--- config.mk ---
export PLATFORM = sky130hd
export DESIGN_NAME = sync_mem_space_config
export DESIGN_NICKNAME = d
export VERILOG_FILES = /design/src/verilog/sync_mem_pkg.sv /design/src/verilog/sync_delay_line.sv /design/src/verilog/sync_mem_space_config.sv
export SDC_FILE = /design/constraint.sdc
export NUM_CORES = 1
export LEC_CHECK = 0
export ABC_AREA = 1
export BUFFER_PORTS_ARGS = -buffer_cell sky130_fd_sc_hd__buf_2
export CORE_MARGIN = 2
export CORE_UTILIZATION = 60
export CTS_CLUSTER_DIAMETER = 80
export CTS_CLUSTER_SIZE = 24
export DETAILED_ROUTE_END_ITERATION = 12
export PLACE_DENSITY = 0.86
export SLEW_MARGIN = 10
export SYNTH_ARGS = -nofsm -noshare
export SYNTH_HDL_FRONTEND = slang
export SYNTH_SLANG_ARGS = --single-unit
--- constraint.sdc ---
create_clock -name clk_sys -period 8.8 [get_ports clk_sys]
set_clock_uncertainty 0.1 [all_clocks]
set_input_delay 0.88 -clock clk_sys [delete_from_list [all_inputs] [get_ports clk_sys]]
set_output_delay 0.88 -clock clk_sys [all_outputs]
set_load 0.01 [all_outputs]
--- src/verilog/sync_mem_pkg.sv ---
// Purpose: constants and types for the synchronous memory space configuration block
// Assumes: four chip-select spaces, AXI4-Lite register access, 100 MHz interface clock
// Notes:   all offsets, field positions and reset values live here
//
// Function
// - top bit picks synchronous or asynchronous mode
// - read byte lanes driven, else held high
// - extend keeps chip select with output enable
// - no extend: chip select ends after command
// - strobe-function set: strobe low only reads
// - read-enable strobe never issues a deselect
// - strobe-function clear: strobe low reads, writes
// - address strobe deselects when nothing pending
// - write latency zero to three cycles
// - read latency one to three cycles
// - bus width eight to sixty-four bits
`default_nettype none

package sync_mem_pkg;

    localparam int          SPACE_COUNT    = 4;
    localparam int          MAX_LATENCY    = 3;
    localparam int          ADDR_W         = 8;
    localparam int          CLK_PERIOD_NS  = 10;

    // register map
    localparam logic [7:0]  ADDR_CFG_BASE  = 8'h00;
    localparam logic [7:0]  ADDR_STATUS    = 8'h10;

    // configuration fields
    localparam int          MODE_BIT       = 31;
    localparam int          RD_LANE_BIT    = 10;
    localparam int          EXTEND_BIT     = 9;
    localparam int          STROBE_FN_BIT  = 8;
    localparam int          WLAT_LSB       = 6;
    localparam int          RLAT_LSB       = 2;
    localparam int          WIDTH_LSB      = 0;
    localparam logic [31:0] CFG_WRITE_MASK = 32'h8000_07cf;
    localparam logic [31:0] CFG_RESET      = 32'h0000_0000;

    // status fields
    localparam int          STAT_BUSY_BIT  = 0;
    localparam int          STAT_DESEL_BIT = 1;

    localparam logic [1:0]  RESP_OKAY      = 2'h0;
    localparam logic [1:0]  RESP_SLVERR    = 2'h2;

    typedef struct packed {
        logic       write;
        logic [1:0] space;
        logic [7:0] byteEn;
    } mem_cmd_type;

    typedef struct packed {
        logic [SPACE_COUNT-1:0] chipSelectN;
        logic                   strobeN;
        logic                   oeN;
        logic [7:0]             byteLanesN;
    } sync_pins_type;

    typedef enum logic [1:0] {
        SEQ_IDLE  = 2'h0,
        SEQ_ISSUE = 2'h1,
        SEQ_DRAIN = 2'h2
    } seq_state_type;

    // beats needed to move one 64-bit word over the configured bus width
    function automatic logic [3:0] beatsFor(input logic [1:0] width);
        unique case (width)
            2'h0: beatsFor = 4'h8;
            2'h1: beatsFor = 4'h4;
            2'h2: beatsFor = 4'h2;
            2'h3: beatsFor = 4'h1;
        endcase
    endfunction

endpackage

`default_nettype wire

--- src/verilog/sync_delay_line.sv ---
// Purpose: shift line giving a strobe delayed by one to DEPTH cycles
// Assumes: single clock, asynchronous active-high reset
// Notes:   tap k is the sample taken k cycles earlier
`default_nettype none

module sync_delay_line #(
    parameter int DEPTH = 3
) (
    // clock and reset
    input  wire logic             clk_sys,
    input  wire logic             rst,
    // data
    input  wire logic             sample,
    output logic      [DEPTH:1]   taps
);

    logic [DEPTH:1] taps_q;
    logic [DEPTH:1] taps_d;

    always_comb begin
        taps_d = {taps_q[DEPTH-1:1], sample};
    end

    always_ff @(posedge clk_sys or posedge rst) begin
        if (rst) begin
            taps_q <= '0;
        end else begin
            taps_q <= taps_d;
        end
    end

    assign taps = taps_q;

endmodule // sync_delay_line

`default_nettype wire

--- src/verilog/sync_mem_space_config.sv ---
// Purpose: per-space synchronous memory configuration and pin sequencing
// Assumes: AXI4-Lite slave, one outstanding read and write, 64-bit user word
// Notes:   every pin is registered, so pins trail the internal issue cycle by one
//
// The AXI4-Lite slave port and the register offsets were chosen for this implementation.
`default_nettype none

module sync_mem_space_config (
    // clock and reset
    input  wire logic                        clk_sys,
    input  wire logic                        rst,
    // axi4-lite write
    input  wire logic [7:0]                  s_axi_awaddr,
    input  wire logic                        s_axi_awvalid,
    output logic                             s_axi_awready,
    input  wire logic [31:0]                 s_axi_wdata,
    input  wire logic [3:0]                  s_axi_wstrb,
    input  wire logic                        s_axi_wvalid,
    output logic                             s_axi_wready,
    output logic [1:0]                       s_axi_bresp,
    output logic                             s_axi_bvalid,
    input  wire logic                        s_axi_bready,
    // axi4-lite read
    input  wire logic [7:0]                  s_axi_araddr,
    input  wire logic                        s_axi_arvalid,
    output logic                             s_axi_arready,
    output logic [31:0]                      s_axi_rdata,
    output logic [1:0]                       s_axi_rresp,
    output logic                             s_axi_rvalid,
    input  wire logic                        s_axi_rready,
    // user command port
    input  wire sync_mem_pkg::mem_cmd_type   cmdIn,
    input  wire logic                        cmdValid,
    output logic                             cmdReady,
    output logic                             cmdReject,
    // memory pins and data timing strobes
    output sync_mem_pkg::sync_pins_type      memPins,
    output logic                             writeDataDrive,
    output logic                             readCapture
);

    ////////////////////////////////////////////////////////////////////////////////
    // register bus

    logic [31:0] cfg_q [sync_mem_pkg::SPACE_COUNT];
    logic [31:0] cfg_d [sync_mem_pkg::SPACE_COUNT];
    logic [7:0]  awAddr_q, awAddr_d;
    logic        awHeld_q, awHeld_d;
    logic [31:0] wData_q, wData_d;
    logic [3:0]  wStrb_q, wStrb_d;
    logic        wHeld_q, wHeld_d;
    logic        bvalid_q, bvalid_d;
    logic [1:0]  bresp_q, bresp_d;
    logic        awready_q, awready_d;
    logic        wready_q, wready_d;
    logic        arready_q, arready_d;
    logic        rvalid_q, rvalid_d;
    logic [31:0] rdata_q, rdata_d;
    logic [1:0]  rresp_q, rresp_d;
    logic        busy;
    logic        deselect_q, deselect_d;

    function automatic logic isCfgAddr(input logic [7:0] addr);
        isCfgAddr = (addr[7:4] == sync_mem_pkg::ADDR_CFG_BASE[7:4]) && (addr[1:0] == 2'h0);
    endfunction

    always_comb begin
        logic [31:0] merged;
        merged    = '0;
        cfg_d     = cfg_q;
        awAddr_d  = awAddr_q;
        awHeld_d  = awHeld_q;
        wData_d   = wData_q;
        wStrb_d   = wStrb_q;
        wHeld_d   = wHeld_q;
        bvalid_d  = bvalid_q;
        bresp_d   = bresp_q;
        rvalid_d  = rvalid_q;
        rdata_d   = rdata_q;
        rresp_d   = rresp_q;
        if (s_axi_awvalid && awready_q) begin
            awAddr_d = s_axi_awaddr;
            awHeld_d = 1'b1;
        end
        if (s_axi_wvalid && wready_q) begin
            wData_d = s_axi_wdata;
            wStrb_d = s_axi_wstrb;
            wHeld_d = 1'b1;
        end
        if (bvalid_q && s_axi_bready) begin
            bvalid_d = 1'b0;
        end
        if (awHeld_q && wHeld_q && !bvalid_q) begin
            awHeld_d = 1'b0;
            wHeld_d  = 1'b0;
            bvalid_d = 1'b1;
            bresp_d  = sync_mem_pkg::RESP_OKAY;
            if (isCfgAddr(awAddr_q)) begin
                merged = cfg_q[awAddr_q[3:2]];
                for (int b = 0; b < 4; b++) begin
                    if (wStrb_q[b]) begin
                        merged[b*8 +: 8] = wData_q[b*8 +: 8];
                    end
                end
                cfg_d[awAddr_q[3:2]] = merged & sync_mem_pkg::CFG_WRITE_MASK;
            end else if (awAddr_q != sync_mem_pkg::ADDR_STATUS) begin
                bresp_d = sync_mem_pkg::RESP_SLVERR;
            end
        end
        if (rvalid_q && s_axi_rready) begin
            rvalid_d = 1'b0;
        end
        if (s_axi_arvalid && arready_q) begin
            rvalid_d = 1'b1;
            rresp_d  = sync_mem_pkg::RESP_OKAY;
            rdata_d  = '0;
            if (isCfgAddr(s_axi_araddr)) begin
                rdata_d = cfg_q[s_axi_araddr[3:2]];
            end else if (s_axi_araddr == sync_mem_pkg::ADDR_STATUS) begin
                rdata_d[sync_mem_pkg::STAT_BUSY_BIT]  = busy;
                rdata_d[sync_mem_pkg::STAT_DESEL_BIT] = deselect_q;
            end else begin
                rresp_d = sync_mem_pkg::RESP_SLVERR;
            end
        end
        awready_d = !awHeld_d && !bvalid_d;
        wready_d  = !wHeld_d && !bvalid_d;
        arready_d = !rvalid_d;
    end

    always_ff @(posedge clk_sys or posedge rst) begin
        if (rst) begin
            for (int i = 0; i < sync_mem_pkg::SPACE_COUNT; i++) begin
                cfg_q[i] <= sync_mem_pkg::CFG_RESET;
            end
            awAddr_q  <= 8'h00;
            awHeld_q  <= 1'b0;
            wData_q   <= 32'h0000_0000;
            wStrb_q   <= 4'h0;
            wHeld_q   <= 1'b0;
            bvalid_q  <= 1'b0;
            bresp_q   <= sync_mem_pkg::RESP_OKAY;
            awready_q <= 1'b0;
            wready_q  <= 1'b0;
            arready_q <= 1'b0;
            rvalid_q  <= 1'b0;
            rdata_q   <= 32'h0000_0000;
            rresp_q   <= sync_mem_pkg::RESP_OKAY;
        end else begin
            cfg_q     <= cfg_d;
            awAddr_q  <= awAddr_d;
            awHeld_q  <= awHeld_d;
            wData_q   <= wData_d;
            wStrb_q   <= wStrb_d;
            wHeld_q   <= wHeld_d;
            bvalid_q  <= bvalid_d;
            bresp_q   <= bresp_d;
            awready_q <= awready_d;
            wready_q  <= wready_d;
            arready_q <= arready_d;
            rvalid_q  <= rvalid_d;
            rdata_q   <= rdata_d;
            rresp_q   <= rresp_d;
        end
    end

    assign s_axi_awready = awready_q;
    assign s_axi_wready  = wready_q;
    assign s_axi_bvalid  = bvalid_q;
    assign s_axi_bresp   = bresp_q;
    assign s_axi_arready = arready_q;
    assign s_axi_rvalid  = rvalid_q;
    assign s_axi_rdata   = rdata_q;
    assign s_axi_rresp   = rresp_q;

    ////////////////////////////////////////////////////////////////////////////////
    // command sequencer

    sync_mem_pkg::seq_state_type state_q, state_d;
    sync_mem_pkg::mem_cmd_type   cur_q, cur_d;
    logic [31:0]                 curCfg_q, curCfg_d;
    logic [2:0]                  beat_q, beat_d;
    logic                        ready_q, ready_d;
    logic                        reject_q, reject_d;
    logic                        readIssue, writeIssue;
    logic [3:1]                  rdTaps, wrTaps;
    logic [1:0]                  rdLat, wrLat, busWidth;
    logic                        accept;

    // config is latched per command so a register rewrite cannot bend an access in flight
    assign rdLat      = curCfg_q[sync_mem_pkg::RLAT_LSB +: 2];
    assign wrLat      = curCfg_q[sync_mem_pkg::WLAT_LSB +: 2];
    assign busWidth   = curCfg_q[sync_mem_pkg::WIDTH_LSB +: 2];
    assign readIssue  = (state_q == sync_mem_pkg::SEQ_ISSUE) && !cur_q.write;
    assign writeIssue = (state_q == sync_mem_pkg::SEQ_ISSUE) && cur_q.write;
    assign accept     = cmdValid && ready_q;
    assign busy       = (state_q != sync_mem_pkg::SEQ_IDLE);

    sync_delay_line #(.DEPTH(sync_mem_pkg::MAX_LATENCY)) readDelay (
        .clk_sys (clk_sys),
        .rst     (rst),
        .sample  (readIssue),
        .taps    (rdTaps)
    );

    sync_delay_line #(.DEPTH(sync_mem_pkg::MAX_LATENCY)) writeDelay (
        .clk_sys (clk_sys),
        .rst     (rst),
        .sample  (writeIssue),
        .taps    (wrTaps)
    );

    function automatic logic tapAt(input logic [3:0] line, input logic [1:0] lat);
        tapAt = line[lat];
    endfunction

    // active-high lane enables for one beat; lanes outside the bus width stay off
    function automatic logic [7:0] laneSlice(input logic [7:0] be, input logic [1:0] width, input logic [2:0] beat);
        unique case (width)
            2'h0: laneSlice = {7'h00, be[beat]};
            2'h1: laneSlice = {6'h00, be[{beat[1:0], 1'b0} +: 2]};
            2'h2: laneSlice = {4'h0, be[{beat[0], 2'h0} +: 4]};
            2'h3: laneSlice = be;
        endcase
    endfunction

    always_comb begin
        state_d  = state_q;
        cur_d    = cur_q;
        curCfg_d = curCfg_q;
        beat_d   = beat_q;
        reject_d = 1'b0;
        unique case (state_q)
            sync_mem_pkg::SEQ_IDLE: begin
                if (accept) begin
                    if (cfg_q[cmdIn.space][sync_mem_pkg::MODE_BIT]) begin
                        cur_d    = cmdIn;
                        curCfg_d = cfg_q[cmdIn.space];
                        beat_d   = 3'h0;
                        state_d  = sync_mem_pkg::SEQ_ISSUE;
                    end else begin
                        reject_d = 1'b1;
                    end
                end
            end
            sync_mem_pkg::SEQ_ISSUE: begin
                beat_d = beat_q + 3'h1;
                if ({1'b0, beat_q} == sync_mem_pkg::beatsFor(busWidth) - 4'h1) begin
                    state_d = sync_mem_pkg::SEQ_DRAIN;
                end
            end
            sync_mem_pkg::SEQ_DRAIN: begin
                if (rdTaps == 3'h0 && wrTaps == 3'h0) begin
                    state_d = sync_mem_pkg::SEQ_IDLE;
                end
            end
            default: begin
                state_d = sync_mem_pkg::SEQ_IDLE;
            end
        endcase
        ready_d = (state_d == sync_mem_pkg::SEQ_IDLE);
    end

    always_ff @(posedge clk_sys or posedge rst) begin
        if (rst) begin
            state_q  <= sync_mem_pkg::SEQ_IDLE;
            cur_q    <= '0;
            curCfg_q <= sync_mem_pkg::CFG_RESET;
            beat_q   <= 3'h0;
            ready_q  <= 1'b0;
            reject_q <= 1'b0;
        end else begin
            state_q  <= state_d;
            cur_q    <= cur_d;
            curCfg_q <= curCfg_d;
            beat_q   <= beat_d;
            ready_q  <= ready_d;
            reject_q <= reject_d;
        end
    end

    assign cmdReady  = ready_q;
    assign cmdReject = reject_q;

    ////////////////////////////////////////////////////////////////////////////////
    // pin drive

    sync_mem_pkg::sync_pins_type pins_q, pins_d;
    logic                        wrDrive_q, wrDrive_d;
    logic                        rdCap_q, rdCap_d;
    logic                        oeActive, issuing, strobeFn, extend;

    assign issuing  = (state_q == sync_mem_pkg::SEQ_ISSUE);
    assign strobeFn = curCfg_q[sync_mem_pkg::STROBE_FN_BIT];
    assign extend   = curCfg_q[sync_mem_pkg::EXTEND_BIT];
    // latency zero is not a legal read setting; it falls back onto the same-cycle tap
    assign oeActive = tapAt({rdTaps, readIssue}, rdLat);

    always_comb begin
        pins_d             = '1;
        deselect_d         = deselect_q;
        if (issuing) begin
            pins_d.chipSelectN[cur_q.space] = 1'b0;
            // read-enable use keeps the strobe for reads only; address use strobes every command
            pins_d.strobeN = strobeFn ? cur_q.write : 1'b0;
            if (cur_q.write || curCfg_q[sync_mem_pkg::RD_LANE_BIT]) begin
                pins_d.byteLanesN = ~laneSlice(cur_q.byteEn, busWidth, beat_q);
            end
        end else if (state_q == sync_mem_pkg::SEQ_DRAIN) begin
            if (strobeFn) begin
                deselect_d = 1'b0;
            end else begin
                deselect_d = 1'b1;
            end
        end
        if (state_q == sync_mem_pkg::SEQ_IDLE && accept) begin
            deselect_d = 1'b0;
        end
        if (oeActive) begin
            pins_d.oeN = 1'b0;
            if (extend) begin
                pins_d.chipSelectN[cur_q.space] = 1'b0;
            end
        end
        // without extend nothing but an issue cycle pulls chip select low
        wrDrive_d = tapAt({wrTaps, writeIssue}, wrLat);
        rdCap_d   = oeActive;
    end

    always_ff @(posedge clk_sys or posedge rst) begin
        if (rst) begin
            pins_q     <= '1;
            deselect_q <= 1'b0;
            wrDrive_q  <= 1'b0;
            rdCap_q    <= 1'b0;
        end else begin
            pins_q     <= pins_d;
            deselect_q <= deselect_d;
            wrDrive_q  <= wrDrive_d;
            rdCap_q    <= rdCap_d;
        end
    end

    assign memPins        = pins_q;
    assign writeDataDrive = wrDrive_q;
    assign readCapture    = rdCap_q;

    ////////////////////////////////////////////////////////////////////////////////
    // checks

    AST_ASYNC_REFUSE: assert property (@(posedge clk_sys) disable iff (rst)
        (accept && !cfg_q[cmdIn.space][sync_mem_pkg::MODE_BIT]) |=> (cmdReject && state_q == sync_mem_pkg::SEQ_IDLE))
        else $error("command to asynchronous space was not refused");
    AST_READ_LANES_HIGH: assert property (@(posedge clk_sys) disable iff (rst)
        (readIssue && !curCfg_q[sync_mem_pkg::RD_LANE_BIT]) |=> (memPins.byteLanesN == 8'hff))
        else $error("byte lanes driven on read with lane drive off");
    AST_EXTEND_CS: assert property (@(posedge clk_sys) disable iff (rst)
        (!memPins.oeN && extend) |-> !memPins.chipSelectN[cur_q.space])
        else $error("chip select not held with output enable");
    AST_NO_EXTEND_CS: assert property (@(posedge clk_sys) disable iff (rst)
        (!issuing && !extend) |=> (memPins.chipSelectN == '1))
        else $error("chip select stayed low after last command");
    AST_RE_WRITE_HIGH: assert property (@(posedge clk_sys) disable iff (rst)
        (writeIssue && strobeFn) |=> memPins.strobeN)
        else $error("read-enable strobe went low on a write");
    AST_AS_STROBE: assert property (@(posedge clk_sys) disable iff (rst)
        (issuing && !strobeFn) |=> !memPins.strobeN)
        else $error("address strobe missing on command");
    AST_DESELECT: assert property (@(posedge clk_sys) disable iff (rst)
        (state_q == sync_mem_pkg::SEQ_DRAIN && !strobeFn) |=> (memPins.strobeN && deselect_q))
        else $error("no deselect after final command");
    AST_READ_LAT3: assert property (@(posedge clk_sys) disable iff (rst)
        (readIssue && rdLat == 2'h3) |-> ##4 !memPins.oeN)
        else $error("output enable not at read latency three");
    AST_READ_LAT1: assert property (@(posedge clk_sys) disable iff (rst)
        (readIssue && rdLat == 2'h1) |-> ##2 (!memPins.oeN && readCapture))
        else $error("output enable not at read latency one");
    AST_WRITE_LAT0: assert property (@(posedge clk_sys) disable iff (rst)
        (writeIssue && wrLat == 2'h0) |=> writeDataDrive)
        else $error("write data not driven at latency zero");
    AST_WRITE_LAT3: assert property (@(posedge clk_sys) disable iff (rst)
        (writeIssue && wrLat == 2'h3) |-> ##4 writeDataDrive)
        else $error("write data not driven at latency three");
    AST_BEATS_BYTE: assert property (@(posedge clk_sys) disable iff (rst)
        (accept && cfg_q[cmdIn.space][sync_mem_pkg::MODE_BIT] && cfg_q[cmdIn.space][1:0] == 2'h0)
        |=> (state_q == sync_mem_pkg::SEQ_ISSUE) [*8] ##1 (state_q == sync_mem_pkg::SEQ_DRAIN))
        else $error("byte-wide bus did not take eight beats");
    AST_RESERVED_ZERO: assert property (@(posedge clk_sys) disable iff (rst)
        s_axi_rvalid |-> ((s_axi_rdata & ~sync_mem_pkg::CFG_WRITE_MASK) == 32'h0000_0000))
        else $error("reserved bits read nonzero");

endmodule // sync_mem_space_config

`default_nettype wire
# Yosys cells after proc, flatten, opt, wreduce, memory -nomap -nowiden
# Cells that the tools add are included.
totals:
  regBits: 267
  inputBits: 71
  elab_cells: 176
classes:
  n_addsub: 2
  magnitude_cmp: 9
  eq_ne: 11
  n_shift: 2
  n_mux: 71
  bitwise_logic: 6
  n_reduce_logical: 41
op_table:
  columns: ["cell", "n"]
  rows:
  - ["32-bit two-way mux", 7]
  - ["32-bit binary-select mux with 2-bit select", 3]
  - ["128-bit bitwise mux", 1]
  - ["8-bit two-way mux", 10]
  - ["32-bit demux with 2-bit select", 1]
  - ["8-bit one-hot mux with 4 select lines", 1]
  - ["30-bit two-way mux", 1]
  - ["1-bit two-way mux", 21]
  - ["2-bit two-way mux", 10]
  - ["1-bit logical AND", 18]
  - ["4-bit one-hot mux with 4 select lines", 1]
  - ["3-bit two-way mux", 5]
  - ["4-bit two-way mux", 3]
  - ["2-bit zero test", 5]
  - ["3-bit >= comparator, second input constant", 3]
  - ["2-bit by 3-bit less-than comparator with 1-bit output, second input constant", 3]
  - ["2-bit inverter with 3-bit output", 3]
  - ["8-bit by 5-bit equality test with 1-bit output, second input constant", 1]
  - ["4-bit zero test", 2]
  - ["8-bit by 5-bit inequality test with 1-bit output, second input constant", 1]
  - ["8-bit inverter", 1]
  - ["8-bit by 4-bit indexed part select with 2-bit output", 1]
  - ["8-bit by 4-bit indexed part select with 4-bit output", 1]
  - ["2-bit equality test, second input constant", 3]
  - ["23 further kinds", 36]

# Longest topological paths before layout
logic_depth:
  word_depth: 9
  depth_mapped: 10

# Modules after synthesis
# Synthesis repeated with hierarchy kept, for this count alone.
unflattened:
  cells_unflattened: 827
  area_unflattened_um2: 6511.2
by_module_without_submodules:
  columns: ["module", "instances", "cells_each", "area_per_inst_um2", "seq_area_each_um2"]
  rows:
  - ["sync_mem_space_config", 1, 819, 6353.6, 3120.5]
  - ["sync_delay_line", 2, 4, 78.8, 75.1]

# Least setup slack after synthesis
# Ideal clock, no wire load.
synth_timing:
  path_type: "in2reg"
  start: "in cmdIn[8] in the netlist's numbering"
  end: "reg curCfg_q[10]"
  setup_time_ps: 119
  arrival_time_ps: 1770
  required_ps: 8581
  setup_slack_ps: 6811
  stages: 7
  path_buffers: 2
  cell_sequence: "buf_6 clkinv_8 nor2_2 o21ai_4 nand2_4 buf_6 o21a_1"
synth_between:
  elab_chain_cells: 5
synth_lines:
  columns: ["item", "line", "text"]
  rows:
  - ["start: declaration", "sync_mem_space_config.sv:32", "input wire sync_mem_pkg::mem_cmd_type cmdIn,"]
  - ["2-bit inverter with 3-bit output (implied by the code) (*)", "sync_mem_space_config.sv:236, sync_mem_space_config.sv:238", null]
  - ["32-bit binary-select mux with 2-bit select (*)", "sync_mem_space_config.sv:236, sync_mem_space_config.sv:238", null]
  - ["32-bit two-way mux (implied by the code) (*) (2 in series)", "sync_mem_space_config.sv:238", "curCfg_d = cfg_q[cmdIn.space];"]
  - ["3-bit AND reduction (no source line)", null, null]
  - ["end signal: assignment", "sync_mem_space_config.sv:268", "curCfg_q <= sync_mem_pkg::CFG_RESET;"]
  - ["end signal: assignment", "sync_mem_space_config.sv:275", "curCfg_q <= curCfg_d;"]
  - ["end: declaration", "sync_mem_space_config.sv:181", "logic [31:0] curCfg_q, curCfg_d;"]
# Mark *: on every way between the ends. The rest lies on a longest branch, timed or not. The select of a mux whose other input is x is not followed.
# A chain may end at the register's enable or synchronous reset.

# Worst setup path in the final report
layout_timing:
  start: "reg awAddr_q[2]"
  end: "reg cfg_q[106] in the netlist's numbering"
layout_between:
  elab_chain_cells: 8
  elab_cells_between_ends: 13
  classes_between: "2 x order compare; 9 x mux; 1 x bitwise; 1 x reduce/logical"
layout_lines:
  columns: ["item", "line", "text"]
  rows:
  - ["start: declaration", "sync_mem_space_config.sv:47", "logic [7:0] awAddr_q, awAddr_d;"]
  - ["start signal: assignment", "sync_mem_space_config.sv:151", "awAddr_q <= awAddr_d;"]
  - ["2-bit inverter with 3-bit output (implied by the code) (*)", "sync_mem_space_config.sv:99, sync_mem_space_config.sv:105", null]
  - ["32-bit binary-select mux with 2-bit select", "sync_mem_space_config.sv:99", "merged = cfg_q[awAddr_q[3:2]];"]
  - ["32-bit two-way mux (implied by the code) (2 in series)", "sync_mem_space_config.sv:99", null]
  - ["3-bit two-way mux", "sync_mem_space_config.sv:101", "if (wStrb_q[b]) begin"]
  - ["3-bit two-way mux", "sync_mem_space_config.sv:98", "if (isCfgAddr(awAddr_q)) begin"]
  - ["3-bit two-way mux", "sync_mem_space_config.sv:93", "if (awHeld_q && wHeld_q && !bvalid_q) begin"]
  - ["128-bit bitwise mux (*)", "sync_mem_space_config.sv:105", "cfg_d[awAddr_q[3:2]] = merged & sync_mem_pkg::CFG_WRITE_MASK;"]
  - ["end signal: indexed assignment", "sync_mem_space_config.sv:134", "cfg_q[i] <= sync_mem_pkg::CFG_RESET;"]
  - ["end signal: assignment", "sync_mem_space_config.sv:150", "cfg_q <= cfg_d;"]
  - ["end: declaration", "sync_mem_space_config.sv:45", "logic [31:0] cfg_q [sync_mem_pkg::SPACE_COUNT];"]
# Marks and branches as above.

==> impl_metrics.toml <==
[cts]
clock_latency_ps = 540
root_buffer = "clkbuf_8"
cts_buffers = 17
cts.clk_slew.worst_paths_ps = 60
cts_tree = "yes"
cts_hold_buf = 0
cts_resized = 0
htree_levels = 4
cts_sinks = 130
cts_buffer_depth = 2
post-cts-setup-buffers = 0

[grt]
grt_max_degree = 73
grt_usage = 0.287
antenna_found_initial = 0
grt_pass1_wl_um = 25900
overflow = 0
grt_pass1_vias = 5494

[final_layout]
drive_gt1_frac = 0.179
area_delta_synth_final_pct = 14.1
final_nets = 977
final.fill_count = 894
antenna_cells = 0

[critical_path]
path_buf_inv = 2
cp_cell_sequence = "nor2_4, inv_1, nor3_2, inv_2, nand2_1, nand2_1"
path_max_fanout = 11
end_kind = "flop"
r2r_cells = 6
start_kind = "flop"
crit_start = "awAddr_q[2]$_DFFE_PP0P_"
critical_path_arrival_ps = 2830
crit_cells = 6
crit_end = "cfg_q[106]$_DFFE_PP0P_"
cp_slowest_cell = "nor3_2"
r2r-start = "awAddr_q[2]$_DFFE_PP0P_"
r2r_slack_ps = 6300
cp_common_cell = "nand2_1"
cp.required_ps = 9130
critical_path.top_delay_family = "simple AND/OR/NAND/NOR gates"
r2r-end = "cfg_q[106]$_DFFE_PP0P_"
cpPeakStageDelay_ps = 820
worstSetupPathType = "flop to flop"

[worst_hold_path]
hold_path.class = "flop to flop"
holdPathStages = 0
min_from = "writeDelay.taps[2]$_DFF_PP0_"

[sta]
timing.final.crit_share = 0.284
maxSlewViolCount = 0
slew_headroom = 0.320
finalSetupTns_ps = 0
max_freq_ghz = 0.400
grt_setup_unrepaired = "no"
tightest_slew_ps = 1010
hold_viol_final = 0
layout_min_cycle_time_ps = 2500
setup_viol = 0

[power_and_ir_drop]
powerDensity_nw_per_um2 = 330
power.total_w = 0.00246
peakVddDrop_mv = 0.232
p_leak_nw = 3.78

[drt]
via_per_inst = 5.52
drtIter0Drc = 595
first_pass_iters = 6
wire_per_inst_um = 15.0
drc = 0
final_antenna_net_count = 0
vias = 5843
finalWirelength_um = 15900

[yosys]
syn_avg_cell_area_sq_um = 7.85
ys_warn_count = 0
synth_cells = 830
synth-seq-area-share = 0.502
ys_types = 35
syn_area_sq_um = 6510
ys_seq_elements = 130

[die]
start_util = 0.609
core_sq_um = 10700
dieArea_sq_um = 11700
num_rows = 38
die_h_um = 108
ioPinCount = 130
fp.dieW_um = 108

[place]
place.gp.congestion = 0.936
dpl.hpwl_um = 10300
port_buffers = 82

[status]
status = "finished clean"

[run]
maxCapViolations = 0
[flip-flops by register name, indices dropped and copies added (netlist names), 3 cells and up]
name             count
writeDelay.taps      3
wStrb_q              3
memPins             14
cur_q               11
s_axi_rdata         10
wData_q             10
readDelay.taps       3
beat_q               3
cfg_q               40
awAddr_q             8
curCfg_q             9
[stage by stage]
step	std cells	hold slack (ps)	worst slack, ps	instance area, sq um	util
2_1_floorplan	853	275	4370	6600	-
3_3_place_gp	1026	295	6160	6860	0.641
3_5_place_dp	1026	295	6110	6860	0.641
4_1_cts	1058	310	6410	7430	0.695
5_1_grt	1058	326	6240	7430	0.695
6_report	1058	309	6300	7430	0.695
[worst min-delay path by stage]
stage	to
finish	writeDelay.taps[3]$_DFF_PP0_
floorplan	writeDelay.taps[2]$_DFF_PP0_
detailed placement	readDelay.taps[3]$_DFF_PP0_
global placement	readDelay.taps[2]$_DFF_PP0_
global route	readDelay.taps[3]$_DFF_PP0_
CTS	writeDelay.taps[3]$_DFF_PP0_
[cells in the mapped netlist (all sizes together)]
| library cell | n | share of area |
|---|---|---|
| a211oi | 1 | 0.0012 |
| a21oi | 58 | 0.048 |
| a22oi | 2 | 0.0023 |
| a32oi | 1 | 0.0013 |
| buf | 38 | 0.044 |
| clkbuf | 12 | 0.0069 |
| clkinv | 3 | 0.0037 |
| conb | 1 | 0.00058 |
| dfrtp | 116 | 0.45 |
| dfstp | 14 | 0.056 |
| ha | 1 | 0.0019 |
| inv | 68 | 0.039 |
| nand2 | 265 | 0.16 |
| nand3 | 84 | 0.065 |
| nand4 | 5 | 0.0048 |
| nor2 | 60 | 0.037 |
| nor3 | 9 | 0.011 |
| o211ai | 2 | 0.0023 |
| o21a | 1 | 0.0012 |
| o21ai | 75 | 0.060 |
| o22ai | 4 | 0.0038 |
| or2 | 10 | 0.0096 |
[per-layer routing]
metal | part of all wire | track usage
met4 | 0.026 | 0.118
met1 | 0.39 | 0.353
met2 | 0.51 | 0.487
met5 | 0 | 0.00446
met3 | 0.077 | 0.0699
[power breakdown]
part	switching [W]	internal, W
logic	0.000526	0.000257
registers	0.000169	0.000824
clock network	0.000258	0.000421
[area by class of cell]
type | instances | area (sq um) | area share
Timing Repair Buffer | 83 | 418 | 0.0562
Sequential cell | 130 | 3270 | 0.440
Tap cell | 140 | 175 | 0.0236
Clock buffer | 21 | 459 | 0.0618
Multi-Input combinational cell | 602 | 2720 | 0.366
Inverter | 71 | 282 | 0.0379
Clock inverter | 11 | 110 | 0.0148
[kinds of logic (layout without fill, tap and decap cells)]
family | count (synthesis) | in the layout | share of synthesized area
and+or+nand+nor | 433 | 433 | 0.281
AOI/OAI and AO/OA | 144 | 144 | 0.120
DFF | 130 | 130 | 0.502
buffers and inverters | 121 | 186 | 0.0939
adders and majority gates | 1 | 1 | 0.00192
other | 1 | 24 | 0.000576
[layout by cell type (no fill, tap or decap), types with 2 or more instances in the layout]
cell,netlist,layout
nor3_1,4,4
o211ai_1,2,2
nor3_2,5,5
nor2_1,57,57
nand2_2,3,3
a22oi_1,2,2
conb_1,1,24
o21ai_0,68,68
inv_2,4,4
buf_2,5,82
clkinv_1,2,2
inv_1,64,63
o21ai_1,5,5
clkinvlp_4,0,2
nand4_1,5,5
or2_2,10,10
o22ai_1,4,4
nand3_1,84,84
dfrtp_1,116,116
nand2_1,261,261
clkbuf_16,0,16
nor2_2,2,2
clkinv_2,0,7
dfstp_2,14,14
a21oi_2,6,6
a21oi_1,52,52
clkbuf_8,0,4
bufinv_16,0,2
Note: power is estimated with default switching activity, not from simulation.
